### src/odc_map.svh
/*
 * Offsets, field positions, reset values and timing figures for the output
 * page configuration bank of outputs 0B and 1B.
 * Assumes inclusion by bare name from the package and the bank module.
 */
`ifndef ODC_MAP_SVH
`define ODC_MAP_SVH

// page number that the output page answers to; arbitrary value
`define ODC_OUT_PAGE 8'h01
`define ODC_PAGE_ADDR 8'hff
`define ODC_PAGE_RESET 8'h00

`define ODC_OFS_OUT0B_DRV_STD 8'h65
`define ODC_OFS_OUT0B_TERM 8'h66
`define ODC_OFS_OUT0B_DIVTOP 8'h67
`define ODC_OFS_OUT1B_DIVHI 8'h68
`define ODC_OFS_OUT1B_DIVMID 8'h69
`define ODC_OFS_OUT1B_DIVLO 8'h6a
`define ODC_OFS_OUT1B_PHASE 8'h6b
`define ODC_REG_RESET 8'h00

`define ODC_DRV_STD_MSB 2
`define ODC_DIVTOP_MSB 7
`define ODC_DIVTOP_LSB 6
`define ODC_FINE_TOP_BIT 4
`define ODC_MODE_MSB 3
`define ODC_DIV1B_HI_MSB 3
`define ODC_PHASE_MSB 7
`define ODC_PHASE_LSB 6
`define ODC_STRENGTH_MSB 2

`define ODC_FINE_STEP_PS 8'd30
`define ODC_FINE_MAX_STEPS 3'd4
`define ODC_DIV_MIN 26'd2

`endif

### src/odc_pkg.sv
/*
 * Types for the output page configuration bank: decoded driver standards,
 * output modes and the bank's packed state.
 * Assumes odc_map.svh is reachable by bare name.
 */
package odc_pkg;
`include "odc_map.svh"

	typedef enum logic [2:0] {
		DRV_LVDS,
		DRV_LVPECL_CM,
		DRV_CML_DC,
		DRV_HCSL_DC,
		DRV_LVDS_BOOST,
		DRV_LVPECL_NOCM,
		DRV_RESERVED
	} odc_drv_std_t;

	typedef enum logic [2:0] {
		MODE_DIFF_EXT_TERM,
		MODE_DIFF_PULLUP,
		MODE_DIFF_PULLDOWN,
		MODE_CMOS_POS,
		MODE_CMOS_NEG,
		MODE_CMOS_BOTH,
		MODE_RESERVED
	} odc_mode_t;

	typedef struct packed {
		logic [7:0] page;
		logic [7:0] drvStd0b;
		logic [7:0] term0b;
		logic [7:0] divTop0b;
		logic [7:0] divHi1b;
		logic [7:0] divMid1b;
		logic [7:0] divLo1b;
		logic [7:0] phase1b;
		logic [7:0] rdData;
		logic rdValid;
		logic [25:0] cnt0b;
		logic [25:0] cnt1b;
		logic clk0b;
		logic clk1b;
		logic posPin0b;
		logic negPin0b;
		logic posPin1b;
		logic negPin1b;
	} odc_state_t;
endpackage

### src/odc_output_divider_driver_config.sv
/*
 * Output page configuration bank for clock outputs 0B and 1B: paged register
 * file, field decode, two output dividers and CMOS pin routing.
 * Assumes the register port is driven synchronously to clk by the host port
 * logic, and that the 0B divider low bits and 0B fine delay low bits come
 * from neighbouring registers held elsewhere on the same clock.
 */
// Notes on behaviour
// - driver standard code 0..5 decodes to LVDS, LVPECL, CML, HCSL, boosted LVDS, LVPECL2
// - 0B divider bits 25:24 live in bits 7:6 at 67h
// - fine delay is three-bit code times 30 ps, capped at four steps
// - mode 0000 gives differential output with external termination
// - mode 0010 selects internal pull-up, 0001 internal pull-down, both differential
// - CMOS modes: 0100 positive pin, 1000 negative pin, 1100 both pins
// - 1B divider assembled from 68h low nibble, 69h and 6Ah
// - two-bit phase select routes true or inverted phase onto CMOS pins
// - register FFh on every page is read-write and selects the page
`include "odc_map.svh"
module odc_output_divider_driver_config
(
	input wire logic clk,
	input wire logic srst,
	input wire logic regWrEn,
	input wire logic regRdEn,
	input wire logic [7:0] regAddr,
	input wire logic [7:0] regWrData,
	output logic [7:0] regRdData,
	output logic regRdValid,
	output logic [7:0] activePage,
	input wire logic [23:0] div0bLow,
	input wire logic [1:0] fineDelay0bLow,
	output odc_pkg::odc_drv_std_t driverStandardSel,
	output odc_pkg::odc_mode_t outputMode0b,
	output logic [2:0] outputDelayCode,
	output logic [7:0] fineDelayPs,
	output logic [25:0] outputDividerValue0b,
	output logic [19:0] outputDividerValue1b,
	output logic [1:0] phaseSel1b,
	output logic [2:0] seStrength1b,
	output logic positiveOutputPin0b,
	output logic negativeOutputPin0b,
	output logic positiveOutputPin1b,
	output logic negativeOutputPin1b
);
	import odc_pkg::*;

	odc_state_t state_reg;
	odc_state_t state_next;
	logic onOutPage;
	logic [25:0] div1bWide;

	function automatic logic [25:0] divStep(input logic [25:0] cnt, input logic [25:0] div);
		if (div < `ODC_DIV_MIN)
			return 26'd0;
		else if (cnt >= div - 26'd1)
			return 26'd0;
		else
			return cnt + 26'd1;
	endfunction

	// high for the first half of each period; below two the divider is held off
	function automatic logic divLevel(input logic [25:0] cnt, input logic [25:0] div);
		return (div >= `ODC_DIV_MIN) && (cnt < (div >> 1));
	endfunction

	function automatic logic [7:0] fineDelay(input logic [2:0] code);
		logic [2:0] steps;
		steps = (code > `ODC_FINE_MAX_STEPS) ? `ODC_FINE_MAX_STEPS : code;
		return {5'h00, steps} * `ODC_FINE_STEP_PS;
	endfunction

	function automatic logic [7:0] regRead(input odc_state_t s, input logic [7:0] addr);
		logic [7:0] v;
		v = 8'h00;
		if (addr == `ODC_PAGE_ADDR)
			v = s.page;
		else if (s.page == `ODC_OUT_PAGE)
		begin
			case (addr)
				`ODC_OFS_OUT0B_DRV_STD: v = s.drvStd0b;
				`ODC_OFS_OUT0B_TERM: v = s.term0b;
				`ODC_OFS_OUT0B_DIVTOP: v = s.divTop0b;
				`ODC_OFS_OUT1B_DIVHI: v = s.divHi1b;
				`ODC_OFS_OUT1B_DIVMID: v = s.divMid1b;
				`ODC_OFS_OUT1B_DIVLO: v = s.divLo1b;
				`ODC_OFS_OUT1B_PHASE: v = s.phase1b;
				default: v = 8'h00;
			endcase
		end
		return v;
	endfunction

	assign onOutPage = (state_reg.page == `ODC_OUT_PAGE);

	always_comb
	begin
		case (state_reg.drvStd0b[`ODC_DRV_STD_MSB:0])
			3'h0: driverStandardSel = DRV_LVDS;
			3'h1: driverStandardSel = DRV_LVPECL_CM;
			3'h2: driverStandardSel = DRV_CML_DC;
			3'h3: driverStandardSel = DRV_HCSL_DC;
			3'h4: driverStandardSel = DRV_LVDS_BOOST;
			3'h5: driverStandardSel = DRV_LVPECL_NOCM;
			default: driverStandardSel = DRV_RESERVED;
		endcase
		case (state_reg.term0b[`ODC_MODE_MSB:0])
			4'h0: outputMode0b = MODE_DIFF_EXT_TERM;
			4'h2: outputMode0b = MODE_DIFF_PULLUP;
			4'h1: outputMode0b = MODE_DIFF_PULLDOWN;
			4'h4: outputMode0b = MODE_CMOS_POS;
			4'h8: outputMode0b = MODE_CMOS_NEG;
			4'hc: outputMode0b = MODE_CMOS_BOTH;
			default: outputMode0b = MODE_RESERVED;
		endcase
	end

	// fine code bits 1:0 sit in the coarse delay register kept outside this bank
	assign outputDelayCode = {state_reg.divTop0b[`ODC_FINE_TOP_BIT], fineDelay0bLow};
	assign fineDelayPs = fineDelay(outputDelayCode);
	assign outputDividerValue0b = {state_reg.divTop0b[`ODC_DIVTOP_MSB:`ODC_DIVTOP_LSB],
		div0bLow};
	assign outputDividerValue1b = {state_reg.divHi1b[`ODC_DIV1B_HI_MSB:0], state_reg.divMid1b,
		state_reg.divLo1b};
	assign div1bWide = {6'h00, outputDividerValue1b};
	assign phaseSel1b = state_reg.phase1b[`ODC_PHASE_MSB:`ODC_PHASE_LSB];
	// strength is only stored; software is expected to write all ones
	assign seStrength1b = state_reg.phase1b[`ODC_STRENGTH_MSB:0];
	assign regRdData = state_reg.rdData;
	assign regRdValid = state_reg.rdValid;
	assign activePage = state_reg.page;
	assign positiveOutputPin0b = state_reg.posPin0b;
	assign negativeOutputPin0b = state_reg.negPin0b;
	assign positiveOutputPin1b = state_reg.posPin1b;
	assign negativeOutputPin1b = state_reg.negPin1b;

	always_comb
	begin
		state_next = state_reg;
		state_next.rdValid = regRdEn;
		state_next.rdData = regRdEn ? regRead(state_reg, regAddr) : 8'h00;
		if (regWrEn)
		begin
			if (regAddr == `ODC_PAGE_ADDR)
				state_next.page = regWrData;
			else if (onOutPage)
			begin
				case (regAddr)
					`ODC_OFS_OUT0B_DRV_STD: state_next.drvStd0b = regWrData;
					`ODC_OFS_OUT0B_TERM: state_next.term0b = regWrData;
					`ODC_OFS_OUT0B_DIVTOP: state_next.divTop0b = regWrData;
					`ODC_OFS_OUT1B_DIVHI: state_next.divHi1b = regWrData;
					`ODC_OFS_OUT1B_DIVMID: state_next.divMid1b = regWrData;
					`ODC_OFS_OUT1B_DIVLO: state_next.divLo1b = regWrData;
					`ODC_OFS_OUT1B_PHASE: state_next.phase1b = regWrData;
					default: state_next.page = state_reg.page;
				endcase
			end
		end
		state_next.cnt0b = divStep(state_reg.cnt0b, outputDividerValue0b);
		state_next.cnt1b = divStep(state_reg.cnt1b, div1bWide);
		state_next.clk0b = divLevel(state_next.cnt0b, outputDividerValue0b);
		state_next.clk1b = divLevel(state_next.cnt1b, div1bWide);
		// 0B pins: differential modes and CMOS both-pins mode drive true and inverted, single-pin CMOS modes gate a pin
		case (outputMode0b)
			MODE_DIFF_EXT_TERM, MODE_DIFF_PULLUP, MODE_DIFF_PULLDOWN:
			begin
				state_next.posPin0b = state_reg.clk0b;
				state_next.negPin0b = ~state_reg.clk0b;
			end
			MODE_CMOS_POS:
			begin
				state_next.posPin0b = state_reg.clk0b;
				state_next.negPin0b = 1'b0;
			end
			MODE_CMOS_NEG:
			begin
				state_next.posPin0b = 1'b0;
				state_next.negPin0b = ~state_reg.clk0b;
			end
			MODE_CMOS_BOTH:
			begin
				state_next.posPin0b = state_reg.clk0b;
				state_next.negPin0b = ~state_reg.clk0b;
			end
			default:
			begin
				state_next.posPin0b = 1'b0;
				state_next.negPin0b = 1'b0;
			end
		endcase
		case (phaseSel1b)
			2'b00:
			begin
				state_next.posPin1b = state_reg.clk1b;
				state_next.negPin1b = ~state_reg.clk1b;
			end
			2'b01:
			begin
				state_next.posPin1b = state_reg.clk1b;
				state_next.negPin1b = state_reg.clk1b;
			end
			default:
			begin
				state_next.posPin1b = ~state_reg.clk1b;
				state_next.negPin1b = ~state_reg.clk1b;
			end
		endcase
		if (srst)
			state_next = '0;
	end

	always_ff @(posedge clk)
		state_reg <= state_next;
endmodule // odc_output_divider_driver_config

### config.mk
export PLATFORM = sky130hd
export DESIGN_NAME = odc_output_divider_driver_config
export DESIGN_NICKNAME = d
export VERILOG_FILES = /design/src/odc_pkg.sv /design/src/odc_output_divider_driver_config.sv
export VERILOG_INCLUDE_DIRS = /design/src
export SDC_FILE = /design/constraint.sdc
export NUM_CORES = 1
export LEC_CHECK = 0
export CELL_PAD_IN_SITES_DETAIL_PLACEMENT = 0
export CELL_PAD_IN_SITES_GLOBAL_PLACEMENT = 1
export CORE_MARGIN = 2
export CORE_UTILIZATION = 45
export CTS_CLUSTER_DIAMETER = 80
export DETAILED_ROUTE_END_ITERATION = 16
export DONT_BUFFER_PORTS = 1
export GPL_TIMING_DRIVEN = 0
export PLACE_DENSITY = 0.76
export SETUP_SLACK_MARGIN = 0.5
export SYNTH_ARGS = -nofsm -noshare
export SYNTH_HDL_FRONTEND = slang
export SYNTH_SLANG_ARGS = --single-unit
export TNS_END_PERCENT = 1
### constraint.sdc
create_clock -name clk -period 17.8 [get_ports clk]
set_input_delay 4.45 -clock clk [delete_from_list [all_inputs] [get_ports clk]]
set_output_delay 4.45 -clock clk [all_outputs]
set_load 0.005 [all_outputs]
# == Yosys cells after proc, flatten, opt, wreduce, memory -nomap -nowiden ==
# Cells that the tools add are included.
# word_totals
input_bits,46
ff_bits,131
wordCells,90
output_inout_bits,89
# op_classes
n_lt_le_gt_ge,9
add_sub_neg,4
n_eq_ne,25
bitwise_logic,4
mul,1
reduce_logical,16
mux,13
# op_table
op,n
$mux 26,4
$eq 8x7->1 const B,7
$pmux 8 s7,1
$add 26x1->26 const B,2
$ge 26x26->1,2
$pmux 3 s6,2
$reduce_and 4->1,7
$ge 26x2->1 const B,1
$lt 26x19->1,1
$lt 26x2->1 const B,1
$lt 26x25->1,1
$sub 26x1->26 const B,1
$mux 8,3
$sub 20x1->21 const B,1
$ge 20x2->1 const B,1
$lt 20x2->1 const B,1
$eq 3x2->1 const B,4
$eq 3x3->1 const B,4
$eq 4x4->1 const B,2
$eq 8x1->1 const B,1
$eq 8x8->1 const B,1
$mul 3x4->7 const B,1
$eq 3x1->1 const B,2
$logic_not 3->1,2
other kinds (15),19

# == Longest topological paths before layout ==
# depth
depth_word,6
depth_mapped,25
mapped_depth_nobuf,22

# == Worst setup path before layout ==
# OpenSTA, ideal clock, no wires.
# synth_path
kind,in2out
startpoint,input port fineDelay0bLow[1]
endpoint,output port fineDelayPs[7]
t_required_ps,13350
path_buffers,0
t_arrival_ps,5865
slack_ps,7485
cell_stages,7
path_cell_list,or2_2 ha_1 ha_1 inv_1 fa_1 nor2b_1 o21a_1
# synth_between
elab_chain_cells,3
# synth_rtl
element,line,rtl
from (decl),odc_output_divider_driver_config.sv:31,"input wire logic [1:0] fineDelay0bLow,"
$gt 3x3->1 (no line),n/a,
$mux 3 *,odc_output_divider_driver_config.sv:68,steps = (code > `ODC_FINE_MAX_STEPS) ? `ODC_FINE_MAX_STEPS : code;
$mul 3x4->7 (no line) *,n/a,
to (decl),odc_output_divider_driver_config.sv:35,"output logic [7:0] fineDelayPs,"
# Every way passes the cells marked *; elsewhere a longest branch is shown, timed or not.

# == Final worst setup path ==
# Same ends and word-level chain as after synthesis.

==> results.md <==
* Ports at 135
* Yosys warns at 0
* ANT nets after route at 0
* Routability cong. at 0.877
* Slowest cell on crit path: fa_1
* First-pass GRT wire length at 41.5 mm
* Standard-cell rows at 53
* FF-to-FF setup slack at 12560 ps
* Worst setup path end: fineDelayPs[7]
* Seq. cell area at 0.00262 mm²
* # port buffers at 0
* Worst r2r dst: state_reg[4]
* Final Cycle Share at 58.8%
* Initial Util at 45.7%
* Max reg flops at 82
* GRT Total Usage at 23.5%
* Crit path cell chain: or2_2, ha_1, ha_1, inv_1, fa_1, nor2b_1, o21a_1
* Die width at 150 µm
* DPL Wire Length at 19.8 mm
* Vias in the first global route at 7763
* Top FF cell, synth: dfxtp_1
* Multi-input gate area at 0.00600 mm²
* Wire per inst at 18.1 µm
* CTS tree: yes
* Via/cell ratio at 5.58
* Hold slack at 479 ps
* 1st-pass router iterations at 5
* DRC violations left at 0
* RSZ-0062 raised after global routing: false
* Fin util at 50.2%
* CTS H-tree lvls at 4
* Initial antenna violation count at 0
* Antenna fix cells at 0
* Final min period at 10460 ps
* Clk Latency, worst-skew pair at 430 ps
* Starting DRC count in detailed routing at 425
* Hold Buf Count CTS at 0
* CTS clock-pin slew for the worst setup and hold paths at 60 ps
* CP most frequent cell: ha_1
* Largest net degree at the start of global routing at 17
* Data arrival, critical path at 6010 ps
* Max Freq at 95.6 MHz
* Cells on worst reg2reg path at 22
* Fillers at 2040
* Total gr overflow at 0
* Layout cells sized above 1 at 12.2%
* CTS Sinks at 131
* Root Driver: clkbuf_16
* EDFF count, synth at 0
* Worst setup EP type: output pin
* Met2 usage in global routing at 37.3%
* Worst setup path start: fineDelay0bLow[1]
* Slew Limit Fails at 0
* Clk_skew at 8.83 ps
* Most common cell after layout, fill and taps aside: nor2_1
* Leak pwr at 0.00469 µW
* # nets final at 1307
* Max Cap Violations at 0
* Most frequent cells in the layout: 158 x nor2_1, 131 x dfxtp_1, 105 x ha_1
* Worst vdd ir at 0.0000635 V
* Post-synthesis cell count at 1135
* Vias at 8048
* Max incr delay on CP at 390 ps
* Final hold vios at 0
* Global routing's busiest layer: met2
* Synthesized area at 0.00961 mm²
* Post-synthesis sequential area ratio at 27.3%
* CP Max Fanout at 3
* Global Route met3 Usage at 4.64%
* Routed wire length at 26.1 mm
* Clock buffer depth at 2
* Critical path depth in cells at 7
* Die span in y at 150 µm
* R2R Path Start: outputDividerValue1b[1]
* Core Region at 0.0210 mm²
* Syn_nets at 1287
* Outcome: completed
* Worst Setup Start Kind: input port
* Post-synth ARST share at 0%
* FF+latch count, synth at 131
* Setup CP Type: in2out
* Cell Pwr Density at 65.8 mW/mm²
* Mapped Avg Cell Area at 8.47 µm²
* Post_cts resized at 0
* Worst endpoint required time at 13350 ps
* Delay-heaviest family, CP: adder cells
* Die ar. at 0.0225 mm²
* Setup TNS at 0 ps
* TritonCTS buffer count at 17
* Post-CTS Setup Bufs at 0
* Synthesis-to-finish area growth at 9.83%
* Hold Path Class: reg2reg
* # setup viols final at 0
* Buf/Inv on CP at 1
* GR Util met1 at 32.8%
* Yosys cell types at 61
* Slew HR at 32.4%
* Least-Margin Pin Slew at 1010 ps
==> cells by family after synthesis <==
kind of cell | Yosys count | synth area share, %
AOI/OAI and AO/OA | 128 | 9.11
xor gates and xnor gates | 90 | 8.20
adders and majority gates | 106 | 13.9
buffers and inverters | 186 | 10.3
DFF | 131 | 27.3
muxes | 83 | 9.68
other | 1 | 0.0390
and+or+nand+nor | 410 | 21.5
==> metrics by stage <==
stage	power, µW	setup slack, ps	instances	cell area (µm²)
floorplan	335	7480	1135	9610
global placement	346	6780	1410	9960
detailed placement	346	7340	1411	9970
CTS	701	7350	1443	10600
global route	716	7240	1443	10600
finish	695	7340	1443	10600
==> report_power, final <==
part,internal [µW],switching [µW]
Clock,199,156
Sequential,294,1.37
Combinational,17.4,26.5
Total,511,184
==> synth_stat cells, types with 2 or more instances <==
cell type	instances	area share, %
ha_1	105	14
xnor2_1	60	5.5
o21ai_0	17	0.88
a31oi_1	2	0.13
a221o_1	8	0.83
inv_1	61	2.4
a21o_1	30	2.3
nor3_1	72	3.7
buf_2	14	0.73
and3_1	17	1.1
nand2b_1	5	0.33
a211o_1	2	0.18
and3b_1	2	0.18
nor2b_1	7	0.46
xor2_1	30	2.7
nor4_2	4	0.52
nor4_1	12	0.78
o31a_1	2	0.18
a41oi_1	3	0.27
clkbuf_1	35	1.4
mux2i_1	75	7.8
a21oi_1	34	1.8
o221ai_1	2	0.18
o21a_1	2	0.16
or4_1	2	0.16
or3_1	3	0.20
nor3b_1	3	0.23
nor3_4	2	0.34
mux4_2	8	1.9
nor2_1	158	6.2
nand3_1	31	1.6
nand4_1	32	2.1
buf_1	3	0.12
and4_1	9	0.82
or2_2	4	0.26
and2_1	3	0.20
dfxtp_1	131	27
a211oi_1	4	0.31
a22oi_1	8	0.62
buf_4	72	5.6
o21bai_1	5	0.39
nand2_1	37	1.4
==> layout make-up <==
cell class              count  share of cell area (%)
clock inverters            15                    1.55
inverters                  61                    2.17
flip-flops and latches    131                    24.8
repair buffers              1                  0.0474
multi-input cells         818                    56.9
well taps                 275                    3.26
clock buffers              17                    4.03
plain buffers             125                    7.24
==> routing by layer <==
metal	part of all wire [%]	routed length, µm
met1	47	12300
met2	46	11900
met3	5.9	1530
met4	1.5	398
met5	0	0
==> worst min-delay path by stage <==
stage	start	end	slack (ps)	cells past startpoint
finish	state_reg[5]	negativeOutputPin0b	480	1
global route	state_reg[5]	negativeOutputPin0b	490	1
CTS	state_reg[5]	negativeOutputPin0b	470	1
detailed placement	state_reg[5]	negativeOutputPin0b	470	1
global placement	state_reg[96]	state_reg[96]	470	2
floorplan	state_reg[5]	negativeOutputPin0b	390	1
No activity file was read; power rests on OpenSTA's default activity.
